### config.mk
export PLATFORM = sky130hd
export DESIGN_NAME = rfs_supervisor
export DESIGN_NICKNAME = d
export VERILOG_FILES = /design/src/verilog/rfs_pkg.sv /design/src/verilog/rfs_supervisor.sv
export SDC_FILE = /design/constraint.sdc
export NUM_CORES = 1
export LEC_CHECK = 0
export BUFFER_PORTS_ARGS = -buffer_cell sky130_fd_sc_hd__buf_2
export CAP_MARGIN = 20
export CORE_ASPECT_RATIO = 0.9
export CORE_MARGIN = 1.5
export CORE_UTILIZATION = 40
export DETAILED_ROUTE_END_ITERATION = 12
export PLACE_DENSITY_LB_ADDON = 0.12
export REMOVE_ABC_BUFFERS = 1
export SYNTH_ARGS = -nofsm -noshare
export SYNTH_HDL_FRONTEND = slang
export SYNTH_SLANG_ARGS = --single-unit
### constraint.sdc
create_clock -name clk -period 3 [get_ports clk]
set_input_delay 0.3 -clock clk [delete_from_list [all_inputs] [get_ports clk]]
set_output_delay 0.3 -clock clk [all_outputs]
set_load 0.1 [all_outputs]
### src/verilog/rfs_pkg.sv
// Shared constants and carrier types for the regulator fault supervisor.
package rfs_pkg;

  // AXI4-Lite register byte addresses.
  localparam logic [7:0] RFS_ADDR_STATUS = 8'h00;  // Live and latched fault view.
  localparam logic [7:0] RFS_ADDR_CTRL   = 8'h04;  // Hiccup off-time in cycles.
  localparam logic [7:0] RFS_ADDR_COUNT  = 8'h08;  // Overcurrent event counter.

  // Decoded register index, shared by the read and write paths.
  localparam logic [1:0] RFS_IDX_STATUS = 2'h0;
  localparam logic [1:0] RFS_IDX_CTRL   = 2'h1;
  localparam logic [1:0] RFS_IDX_COUNT  = 2'h2;
  localparam logic [1:0] RFS_IDX_NONE   = 2'h3;

  // Bus responses.
  localparam logic [1:0] RFS_RESP_OKAY   = 2'h0;
  localparam logic [1:0] RFS_RESP_SLVERR = 2'h2;

  // Overcurrent event thresholds for entering hiccup mode.
  localparam logic [5:0] RFS_OCP_LIMIT_LOW  = 6'h0f;  // 15 events, output below 2.4 V.
  localparam logic [5:0] RFS_OCP_LIMIT_HIGH = 6'h3c;  // 60 events, output above 2.4 V.

  // Reset value of the hiccup off-time, in clock cycles.
  localparam logic [15:0] RFS_HIC_LEN_RST = 16'h0400;

  // Status register field positions.
  localparam int RFS_ST_MASTER_POWER_OFF_RESET     = 0;
  localparam int RFS_ST_PG_N     = 1;
  localparam int RFS_ST_REGS_ON  = 2;
  localparam int RFS_ST_HICCUP   = 3;
  localparam int RFS_ST_LAT_DIO  = 4;
  localparam int RFS_ST_LAT_LX   = 5;
  localparam int RFS_ST_LAT_OV   = 6;
  localparam int RFS_ST_PUMP_UV  = 7;
  localparam int RFS_ST_OSC_DEF  = 8;
  localparam int RFS_ST_HIGH_UV  = 9;
  localparam int RFS_ST_HIGH_OC  = 10;
  localparam int RFS_ST_PREG_OPN = 11;
  localparam int RFS_ST_SW_OFF   = 12;

  // Analog comparator flags arriving from pins, all active high.
  typedef struct packed {
    logic ignition_enable;     // Ignition enable pin level.
    logic vin_ok;              // Input supply above its undervoltage level.
    logic preg_low;            // Pre-regulator output below 2.4 V.
    logic ea_max;              // Error amplifier output at its maximum.
    logic overcurrent_event;   // One overcurrent event per high level.
    logic hs_ilim;             // High-side current above the cycle limit.
    logic switch_node_ilim;    // High-side current above the switch-node limit.
    logic catch_diode_missing; // Missing catch diode detected.
    logic preg_ov;             // Pre-regulator overvoltage comparator.
    logic freq_set_sync_fault; // Frequency pin open or grounded.
    logic pump_ov;             // Charge pump overvoltage.
    logic pump_uv;             // Charge pump undervoltage comparator.
    logic pump_out_open;       // Pump output pin open.
    logic pump_cap_open;       // Either pump capacitor pin open.
    logic pump_cap1_gnd;       // First pump capacitor pin grounded.
    logic low_rail_uv;         // Low rail below its upper undervoltage level.
    logic low_rail_uv_low;     // Low rail below its lower undervoltage level.
    logic low_rail_oc;         // Low rail in overcurrent.
    logic high_rail_uv;        // High rail undervoltage.
    logic high_rail_oc;        // High rail overcurrent.
    logic preg_pin_open;       // Pre-regulator pin open, LDO supply pin takes over.
  } rfs_pins_t;

  // Supervisor outputs toward the regulators and pins.
  typedef struct packed {
    logic master_power_off_reset; // Shuts all regulators.
    logic power_good_reset_n;     // Power-good reset, active low.
    logic regs_on;                // All regulators allowed to run.
    logic hiccup;                 // Pre-regulator in hiccup off-time.
    logic switch_node_off;        // Ends the present switching cycle.
    logic osc_default;            // Oscillator falls back to 900 kHz.
    logic pump_undervoltage_flag; // Combined pump undervoltage.
  } rfs_ctl_t;

endpackage : rfs_pkg

### src/verilog/rfs_supervisor.sv
// Regulator fault supervisor with an AXI4-Lite register slave.
//
// How it works
// - Hiccup after 15 events when output low.
// - Hiccup after 60 events when output high.
// - Low output, amplifier unsaturated: cut cycle only.
// - Missing diode once: latched power-off, power-good low.
// - Switch-node overcurrent: latched power-off, power-good low.
// - Forced amplifier trips latched overvoltage shutdown.
// - Bad frequency pin selects default, no fault.
// - Pump over/undervoltage: unlatched power-off reset.
// - Pump pin faults raise pump undervoltage flag.
// - Power-good low on low rail undervoltage.
// - High rail and pin faults leave power-good.
//
// The implementer's own choices: register access over AXI4-Lite and the register offsets.
`timescale 1ns/1ns

module rfs_supervisor
  import rfs_pkg::*;
(
  // Clock and reset.
  input  wire logic        clk,
  input  wire logic        rstn,
  // Comparator flags from the analog section.
  input  wire rfs_pins_t   pins,
  // Control outputs to the regulators.
  output rfs_ctl_t         ctl,
  // AXI4-Lite write address channel.
  input  wire logic [7:0]  s_axi_awaddr,
  input  wire logic        s_axi_awvalid,
  output logic             s_axi_awready,
  // AXI4-Lite write data channel.
  input  wire logic [31:0] s_axi_wdata,
  input  wire logic [3:0]  s_axi_wstrb,
  input  wire logic        s_axi_wvalid,
  output logic             s_axi_wready,
  // AXI4-Lite write response channel.
  output logic [1:0]       s_axi_bresp,
  output logic             s_axi_bvalid,
  input  wire logic        s_axi_bready,
  // AXI4-Lite read address channel.
  input  wire logic [7:0]  s_axi_araddr,
  input  wire logic        s_axi_arvalid,
  output logic             s_axi_arready,
  // AXI4-Lite read data channel.
  output logic [31:0]      s_axi_rdata,
  output logic [1:0]       s_axi_rresp,
  output logic             s_axi_rvalid,
  input  wire logic        s_axi_rready
);

  ////////////////////////////////////////////////////////////////////////////
  // State.

  // All state of the block lives in one packed struct.
  typedef struct packed {
    rfs_pins_t   s1;        // First synchroniser stage.
    rfs_pins_t   s2;        // Second synchroniser stage, safe to use.
    logic        ign_d;     // Previous ignition level for edge detect.
    logic        vin_d;     // Previous input-supply level for edge detect.
    logic        ocp_d;     // Previous overcurrent level for edge detect.
    logic        lat_dio;   // Latched missing-diode fault.
    logic        lat_lx;    // Latched switch-node short fault.
    logic        lat_ov;    // Latched pre-regulator overvoltage fault.
    logic [5:0]  ocp_cnt;   // Overcurrent events in the present overload.
    logic [15:0] hic_cnt;   // Remaining hiccup off-time.
    logic [15:0] hic_len;   // Hiccup off-time, software set.
    rfs_ctl_t    ctl;       // Registered outputs.
    logic        awready;   // Write address ready.
    logic        wready;    // Write data ready.
    logic        aw_got;    // Write address held.
    logic        w_got;     // Write data held.
    logic [7:0]  waddr;     // Held write address.
    logic [31:0] wdata;     // Held write data.
    logic [3:0]  wstrb;     // Held byte strobes.
    logic        bvalid;    // Write response valid.
    logic [1:0]  bresp;     // Write response code.
    logic        arready;   // Read address ready.
    logic        rvalid;    // Read data valid.
    logic [31:0] rdata;     // Read data.
    logic [1:0]  rresp;     // Read response code.
  } rfs_state_t;

  rfs_state_t st_ff;   // Registered state.
  rfs_state_t nxt_st;  // Next state.

  ////////////////////////////////////////////////////////////////////////////
  // Helpers.

  // Maps a byte address onto a register index; misaligned is unmapped.
  function automatic logic [1:0] reg_idx(input logic [7:0] addr);
    case (addr)
      RFS_ADDR_STATUS: reg_idx = RFS_IDX_STATUS;
      RFS_ADDR_CTRL:   reg_idx = RFS_IDX_CTRL;
      RFS_ADDR_COUNT:  reg_idx = RFS_IDX_COUNT;
      default:         reg_idx = RFS_IDX_NONE;
    endcase
  endfunction : reg_idx

  // Combinational terms shared between the fault and bus logic.
  logic        cycle_clr;   // Ignition or input supply was cycled.
  logic        ocp_rise;    // New overcurrent event.
  logic        count_ok;    // Events count toward hiccup.
  logic [5:0]  ocp_limit;   // Threshold for the present output level.
  logic [5:0]  cnt_inc;     // Counter plus one.
  logic        pump_uv_any; // Combined pump undervoltage.
  logic        master_power_off_reset_nxt;    // Next master power-off reset.
  logic        low_uv_eff;  // Low rail undervoltage as seen by power-good.
  logic [31:0] status_word; // Status register image.
  logic [15:0] ctrl_new;    // Control word after byte strobes.

  ////////////////////////////////////////////////////////////////////////////
  // Next-state logic.

  // One process computes every next value from the registered state and the inputs.
  always_comb begin
    nxt_st = st_ff;

    // Pins pass two flip-flops before any logic sees them.
    nxt_st.s1 = pins;
    nxt_st.s2 = st_ff.s1;
    nxt_st.ign_d = st_ff.s2.ignition_enable;
    nxt_st.vin_d = st_ff.s2.vin_ok;
    nxt_st.ocp_d = st_ff.s2.overcurrent_event;

    // A falling ignition or supply level is the only way out of a latch.
    cycle_clr = (st_ff.ign_d & ~st_ff.s2.ignition_enable) |
                (st_ff.vin_d & ~st_ff.s2.vin_ok);

    // Missing diode latch.
    // A single detection is enough; a new detection beats the clear.
    nxt_st.lat_dio = st_ff.s2.catch_diode_missing | (st_ff.lat_dio & ~cycle_clr);
    nxt_st.lat_lx = st_ff.s2.switch_node_ilim | (st_ff.lat_lx & ~cycle_clr);
    // Overvoltage latch.
    // A forced-high amplifier drives the output over its limit; hold it off.
    nxt_st.lat_ov = st_ff.s2.preg_ov | (st_ff.lat_ov & ~cycle_clr);

    // Pump pin faults.
    // Open or grounded pump pins all appear as pump undervoltage.
    pump_uv_any = st_ff.s2.pump_uv | st_ff.s2.pump_out_open |
                  st_ff.s2.pump_cap_open | st_ff.s2.pump_cap1_gnd;

    // Unlatched pump reset.
    // Pump faults follow the comparators and release on their own.
    master_power_off_reset_nxt = st_ff.s2.pump_ov | pump_uv_any | nxt_st.lat_dio | nxt_st.lat_lx;

    // Overcurrent event counting toward hiccup.
    ocp_rise  = st_ff.s2.overcurrent_event & ~st_ff.ocp_d;
    count_ok  = st_ff.s2.ea_max & ~st_ff.ctl.hiccup;
    cnt_inc   = st_ff.ocp_cnt + 6'h01;
    ocp_limit = st_ff.s2.preg_low ? RFS_OCP_LIMIT_LOW : RFS_OCP_LIMIT_HIGH;

    nxt_st.ctl.hiccup = st_ff.ctl.hiccup;
    if (st_ff.ctl.hiccup) begin
      // Off-time runs out, then switching resumes.
      if (st_ff.hic_cnt <= 16'h0001) begin
        nxt_st.ctl.hiccup = 1'b0;
        nxt_st.ocp_cnt = 6'h00;
      end else begin
        nxt_st.hic_cnt = st_ff.hic_cnt - 16'h0001;
      end
    end else if (ocp_rise && count_ok) begin
      if (cnt_inc >= ocp_limit) begin
        // Threshold reached: start the off-time.
        nxt_st.ctl.hiccup = 1'b1;
        nxt_st.hic_cnt = st_ff.hic_len;
        nxt_st.ocp_cnt = cnt_inc;
      end else begin
        nxt_st.ocp_cnt = cnt_inc;
      end
    end

    // Clear on power-off.
    // A power-off also abandons any hiccup in progress.
    if (master_power_off_reset_nxt) begin
      nxt_st.ocp_cnt = 6'h00;
      nxt_st.ctl.hiccup = 1'b0;
      nxt_st.hic_cnt = 16'h0000;
    end

    // Cycle-by-cycle limit.
    // Below 2.4 V with headroom on the amplifier, only the cycle is cut.
    nxt_st.ctl.switch_node_off = st_ff.s2.preg_low & ~st_ff.s2.ea_max &
                                 st_ff.s2.hs_ilim;

    // Default oscillator.
    // This flag feeds nothing else, so power-good and latches stay clear.
    nxt_st.ctl.osc_default = st_ff.s2.freq_set_sync_fault;

    nxt_st.ctl.master_power_off_reset = master_power_off_reset_nxt;
    nxt_st.ctl.pump_undervoltage_flag = pump_uv_any;
    // Regulators run with ignition on and no power-off or overvoltage latch.
    nxt_st.ctl.regs_on = st_ff.s2.ignition_enable & ~master_power_off_reset_nxt & ~nxt_st.lat_ov;

    // Power-good from low rail.
    // In overcurrent the foldback only matters below the lower threshold.
    low_uv_eff = st_ff.s2.low_rail_oc ? st_ff.s2.low_rail_uv_low : st_ff.s2.low_rail_uv;
    // High rail excluded.
    // High rail and pre-regulator pin faults are only reported in status.
    nxt_st.ctl.power_good_reset_n = ~(low_uv_eff | nxt_st.lat_dio | nxt_st.lat_lx);

    // Status image, built from registered state only.
    status_word = 32'h0000_0000;
    status_word[RFS_ST_MASTER_POWER_OFF_RESET]     = st_ff.ctl.master_power_off_reset;
    status_word[RFS_ST_PG_N]     = st_ff.ctl.power_good_reset_n;
    status_word[RFS_ST_REGS_ON]  = st_ff.ctl.regs_on;
    status_word[RFS_ST_HICCUP]   = st_ff.ctl.hiccup;
    status_word[RFS_ST_LAT_DIO]  = st_ff.lat_dio;
    status_word[RFS_ST_LAT_LX]   = st_ff.lat_lx;
    status_word[RFS_ST_LAT_OV]   = st_ff.lat_ov;
    status_word[RFS_ST_PUMP_UV]  = st_ff.ctl.pump_undervoltage_flag;
    status_word[RFS_ST_OSC_DEF]  = st_ff.ctl.osc_default;
    status_word[RFS_ST_HIGH_UV]  = st_ff.s2.high_rail_uv;
    status_word[RFS_ST_HIGH_OC]  = st_ff.s2.high_rail_oc;
    status_word[RFS_ST_PREG_OPN] = st_ff.s2.preg_pin_open;
    status_word[RFS_ST_SW_OFF]   = st_ff.ctl.switch_node_off;

    // Write channels are taken independently and held until both are in.
    if (st_ff.awready && s_axi_awvalid) begin
      nxt_st.aw_got = 1'b1;
      nxt_st.waddr = s_axi_awaddr;
    end
    if (st_ff.wready && s_axi_wvalid) begin
      nxt_st.w_got = 1'b1;
      nxt_st.wdata = s_axi_wdata;
      nxt_st.wstrb = s_axi_wstrb;
    end

    // Only the control word is writable; read-only registers answer okay, unmapped addresses with an error.
    ctrl_new = st_ff.hic_len;
    if (st_ff.wstrb[0]) begin
      ctrl_new[7:0] = st_ff.wdata[7:0];
    end
    if (st_ff.wstrb[1]) begin
      ctrl_new[15:8] = st_ff.wdata[15:8];
    end
    if (st_ff.aw_got && st_ff.w_got && !st_ff.bvalid) begin
      nxt_st.aw_got = 1'b0;
      nxt_st.w_got = 1'b0;
      nxt_st.bvalid = 1'b1;
      if (reg_idx(st_ff.waddr) == RFS_IDX_CTRL) begin
        nxt_st.hic_len = ctrl_new;
        nxt_st.bresp = RFS_RESP_OKAY;
      end else if (reg_idx(st_ff.waddr) == RFS_IDX_NONE) begin
        nxt_st.bresp = RFS_RESP_SLVERR;
      end else begin
        // Read-only registers ignore the data but accept the access.
        nxt_st.bresp = RFS_RESP_OKAY;
      end
    end else if (st_ff.bvalid && s_axi_bready) begin
      nxt_st.bvalid = 1'b0;
    end
    // A held channel stays closed until its write has been answered.
    nxt_st.awready = ~nxt_st.aw_got & ~nxt_st.bvalid;
    nxt_st.wready  = ~nxt_st.w_got & ~nxt_st.bvalid;

    // Read path answers one cycle after the address is taken.
    if (st_ff.arready && s_axi_arvalid) begin
      nxt_st.arready = 1'b0;
      nxt_st.rvalid = 1'b1;
      nxt_st.rresp = RFS_RESP_OKAY;
      case (reg_idx(s_axi_araddr))
        RFS_IDX_STATUS: nxt_st.rdata = status_word;
        RFS_IDX_CTRL:   nxt_st.rdata = {16'h0000, st_ff.hic_len};
        RFS_IDX_COUNT:  nxt_st.rdata = {26'h0000000, st_ff.ocp_cnt};
        default: begin
          nxt_st.rdata = 32'h0000_0000;
          nxt_st.rresp = RFS_RESP_SLVERR;
        end
      endcase
    end else if (st_ff.rvalid && s_axi_rready) begin
      nxt_st.rvalid = 1'b0;
      nxt_st.arready = 1'b1;
    end
  end

  ////////////////////////////////////////////////////////////////////////////
  // Registers.

  // The whole state resets to constants; regulators start off, power-good low.
  always_ff @(posedge clk or negedge rstn) begin
    if (!rstn) begin
      st_ff         <= '0;
      st_ff.hic_len <= RFS_HIC_LEN_RST;
      st_ff.awready <= 1'b1;
      st_ff.wready  <= 1'b1;
      st_ff.arready <= 1'b1;
    end else begin
      st_ff <= nxt_st;
    end
  end

  ////////////////////////////////////////////////////////////////////////////
  // Outputs, all straight from flip-flops.

  assign ctl           = st_ff.ctl;
  assign s_axi_awready = st_ff.awready;
  assign s_axi_wready  = st_ff.wready;
  assign s_axi_bresp   = st_ff.bresp;
  assign s_axi_bvalid  = st_ff.bvalid;
  assign s_axi_arready = st_ff.arready;
  assign s_axi_rdata   = st_ff.rdata;
  assign s_axi_rresp   = st_ff.rresp;
  assign s_axi_rvalid  = st_ff.rvalid;

endmodule : rfs_supervisor

### Yosys cells after proc, flatten, opt, wreduce, memory -nomap -nowiden

Index checks and enable logic that the tools add are counted.

* bitwise logic cells: 37
* mux-type cells: 30
* add/subtract/negate cells: 2
* reduce and logical (&&, ||, !) cells: 20
* equal/unequal tests: 10
* magnitude comparators: 2

Operators with widths (count)
* $mux 22: 3
* $pmux 16 s3: 1
* $mux 16: 2
* $mux 2: 10
* $eq 8x3->1 const B: 2
* $eq 8x4->1 const B: 2
* $le 16x1->1 const B: 1
* $logic_not 8->1: 2
* $sub 16x1->16 const B: 1
* $and 1x1->1: 13
* $mux 6: 2
* $not 1->1: 12
* $or 1x1->1: 12
* $pmux 2 s3: 2
* $mux 1: 10
* $reduce_and 3->1: 3
* $logic_and 1x1->1: 8
* $add 6x1->6 const B: 1
* $ge 6x6->1: 1
* $reduce_bool 3->1: 2
* $eq 2x1->1 const B: 2
* $eq 2x2->1 const B: 2
* $ne 3x1->1 const B: 1
* $ne 3x3->1 const B: 1
* 5 further kinds: 5

* output and inout port bits: 48
* bits of input ports: 80
* register bits: 162
* word-level logic and storage cells: 173

### Logic depth before layout (Yosys ltp)

* depth after elaboration: 11
* mapped depth: 10
* depth with buffers taken out: 9

### Worst setup path before layout

No wires, ideal clock.

* kind: flip-flop to flip-flop
* from: reg st_ff[126] (netlist bit)
* to: reg st_ff[115] (netlist bit)
* library setup time: 0.082 ns
* arrival time: 2.361 ns
* path slack: 0.557 ns
* cell stages (with the launch flop): 10
* clock period less this slack: 2.443 ns
* data required time: 2.918 ns
* path through: dfrtp_1 > ha_1 > nand3_1 > xnor2_1 > ha_1 > nand3_1 > o31ai_2 > a21oi_4 > or4_1 > a31oi_1

* cells in the longest elaborated chain, start to end: 4

Ends and longest elaborated chain
* from (decl): line rfs_supervisor.sv:85 `rfs_state_t st_ff;`
* from (signal assigned): line rfs_supervisor.sv:290 `st_ff <= nxt_st;`
* $add 6x1->6: line rfs_supervisor.sv:151 `cnt_inc = st_ff.ocp_cnt + 6'h01;`
* $ge 6x6->1: line rfs_supervisor.sv:164 `if (cnt_inc >= ocp_limit) begin`
* $reduce_bool 3->1 (no line)
* $reduce_and 3->1 (no line)

No other way between the ends.
A chain may end at the register's enable or synchronous reset.

### Worst setup path in the final report

Same ends and word-level chain as after synthesis.

==> flow_summary.toml <==
[global_route]
grt_pass1_wl_um = 20640
grt_antenna_before_repair = 0
track_usage = 0.1688
grt_pass1_vias = 3994
overflow = 0
grt_max_degree = 101

[cts]
cts_tree = "built"
clk_path_buf_depth = 2
cts_buffers = 17
clk_latency_ps = 410
root_buffer = "clkbuf_16"
clock-sinks = 144
htreeDepth = 4
clk_pin_slew_ps = 60
postCtsSetupRepairBufs = 0

[sta]
relSlewSlack = 0.4099
max_freq_mhz = 372.7
finalCritPeriodShare = 0.8943
worst_pin_slew_ps = 885.2
fin_crit_ps = 2683
hold_violations = 1
tns_ps = 0
setup_viol = 0
rsz0062_at_grt = "false"
layout_setup_ws_ps = 317.2
whs_ps = -1.003
drv_slew = 0
fin_worst_skew_ps = 6.758

[floorplan]
core-area_sq_mm = 0.01471
rows = 42
fp.dieW_um = 132.4
die_area_sq_mm = 0.01583
io_pins = 128
die_h_um = 119.5
start_util = 0.4099

[placed_design]
dpl_cell_area_sq_mm = 0.006540
dp_hpwl_um = 8498
io_buffer_count = 91
preCtsSetupSlack_ps = 368.7
post-place-cells = 755
routabilityCongestion = 0.7765

[status]
violations = "hold timing"
outcome = "finished, violations left"

[synthesis]
yosys_most_used_dff = "dfrtp_1"
yosysTopAreaCellShare = 0.5808
synthArstFlopShare = 1.000
ys_warn_count = 0
seq_area_frac_synth = 0.5982
synth-seq-cells = 144
synth_top_cell_by_area = "dfrtp_1"
synth-edff-count = 0
syn_inst = 493
synth_cell_types = 56
synthTopCellsByArea = "dfrtp_1, mux2_2, buf_4"
syn_area_sq_mm = 0.006032
synth.avg_cell_area_sq_um = 12.24

[detailed_routing]
ant_nets = 0
drtPass1Iterations = 4
via_per_inst = 4.957
wl_um = 12540
wire_per_inst_um = 15.52
drt_iter0_drc = 212
vias = 4005
drc = 0

[final_layout]
num-nets-final = 684
final_cell_count_no_fill = 808
layout-drive-gt1-share = 0.3197
antenna_cells = 0
stdcell_area_sq_mm = 0.007383
syn_to_final_growth_pct = 22.40

[critical_path]
cp.required_ps = 3340
critical_path_class = "reg -> reg"
cp-end-kind = "register"
arrival_ps = 3020
reg2reg_from = "st_ff[126]"
r2r_cells = 9
r2r-end = "st_ff[115]"
cp-startpoint = "st_ff[126]"
cp-start-kind = "register"
crit_fanout = 7
reg2reg_slack_ps = 320

[pwr]
p_per_area_mw_per_mm2 = 754.6
ir_worst_vdd_mv = 0.4483
p_leak_nw = 3.472

[hold_path]
hold_path.class = "in -> async"

[flow_run]
drv_cap = 0
[report_power, final]
| group | internal, mW | switching, mW | leakage, nW |
|---|---|---|---|
| Sequential | 2.25 | 0.169 | 1.80 |
| Clock | 1.40 | 0.823 | 0.302 |
| Combinational | 0.319 | 0.612 | 1.37 |
[flip-flops by register name, summed over array words and instances (netlist names)]
| signal | cells |
|---|---|
| st_ff | 89 |
| s_axi_rresp | 1 |
| s_axi_rdata | 16 |
| s_axi_awready | 1 |
| s_axi_rvalid | 1 |
| s_axi_wready | 1 |
| s_axi_bresp | 1 |
| nxt_st | 25 |
| s_axi_arready | 1 |
| s_axi_bvalid | 1 |
| ctl | 7 |
[routing by layer]
metal / global-route usage / vias up / part of all wire
li1: - / 1915 / -
met1: 0.2212 / 1989 / 0.45
met2: 0.2687 / 90 / 0.50
met3: 0.04774 / 11 / 0.044
met4: 0.06250 / 0 / 0.011
met5: 0 / - / 0
[cell type report]
cell class / instances / area (sq um)
well taps: 198 / 247.7
fillers: 1363 / 7331
repair buffers: 127 / 797.0
multi-input cells: 288 / 2026
inverters: 19 / 71.32
flip-flops and latches: 144 / 3608
clock inverters: 15 / 207.7
clock buffers: 17 / 425.4
[cells in the final DEF, fill, tap and decap left out, types with 9 or more instances in the layout]
| cell | count |
|---|---|
| nor2_1 | 16 |
| conb_1 | 18 |
| a21oi_1 | 27 |
| nand2_1 | 26 |
| dlygate4sd3_1 | 21 |
| nor3_1 | 16 |
| nand3_1 | 11 |
| buf_4 | 14 |
| inv_1 | 19 |
| dfrtp_1 | 140 |
| buf_2 | 90 |
| a21o_1 | 9 |
| clkbuf_16 | 17 |
| o21ai_0 | 19 |
| mux2_2 | 43 |
[Yosys cell counts, drive strengths merged, types with 3 or more instances]
cell type / count
dfrtp: 140
buf: 44
mux2: 43
a21oi: 28
nand2: 26
inv: 19
o21ai: 19
nor2: 16
nor3: 16
clkbuf: 15
nand3: 11
a21o: 9
a31oi: 8
mux2i: 8
a222oi: 7
ha: 7
nor4: 7
and2: 5
nand4: 5
a22oi: 4
and3: 4
dfstp: 4
a221o: 3
a22o: 3
nand2b: 3
nor2b: 3
or4: 3
xnor2: 3
[kinds of logic after synthesis]
kind of cell             count (synthesis)  synth area share
AND/OR/NAND/NOR                        108           0.09645
multiplexers                            51           0.09355
AO/OA/AOI/OAI                           99            0.1128
buffers and inverters                   78           0.07654
adder cells (fa/ha/maj)                  7           0.01452
flip-flops                             144            0.5982
other                                    1         0.0006217
XOR/XNOR                                 5          0.007261
[how the worst max path moves through the flow]
stage	endpoint	cells after the start	slack, ps
floorplan	st_ff[115]	5	-30
global placement	st_ff[115]	9	430
detailed placement	st_ff[115]	9	370
CTS	st_ff[115]	9	330
global route	st_ff[115]	9	140
finish	st_ff[115]	9	320
[worst max-delay path, cell delays in order, from the launching register on]
cell and delay, ps:
dfrtp_1 480, ha_1 290, nand3_1 130, xnor2_1 180, ha_1 300, nand3_1 100
o31ai_2 380, a21oi_4 100, or4_1 480, a31oi_1 160
[metrics by stage]
step | hold slack [ps] | util | total power, mW
after global routing | 60.72 | 0.5018 | 5.834
after CTS | 25.91 | 0.5018 | 5.651
after global placement | 333.6 | 0.4445 | 3.339
final | -1.003 | 0.5018 | 5.572
after detailed placement | 334.7 | 0.4445 | 3.376
after floorplan | 4.409 | - | 3.124
[repair_timing]
action                                  in CTS  in global routing
hold endpoints to repair                    21                  0
resized for setup                            0                  0
hold buffers                                21                  0
endpoints found under the setup margin       0                  0
Power figures use the tool's default switching activity.
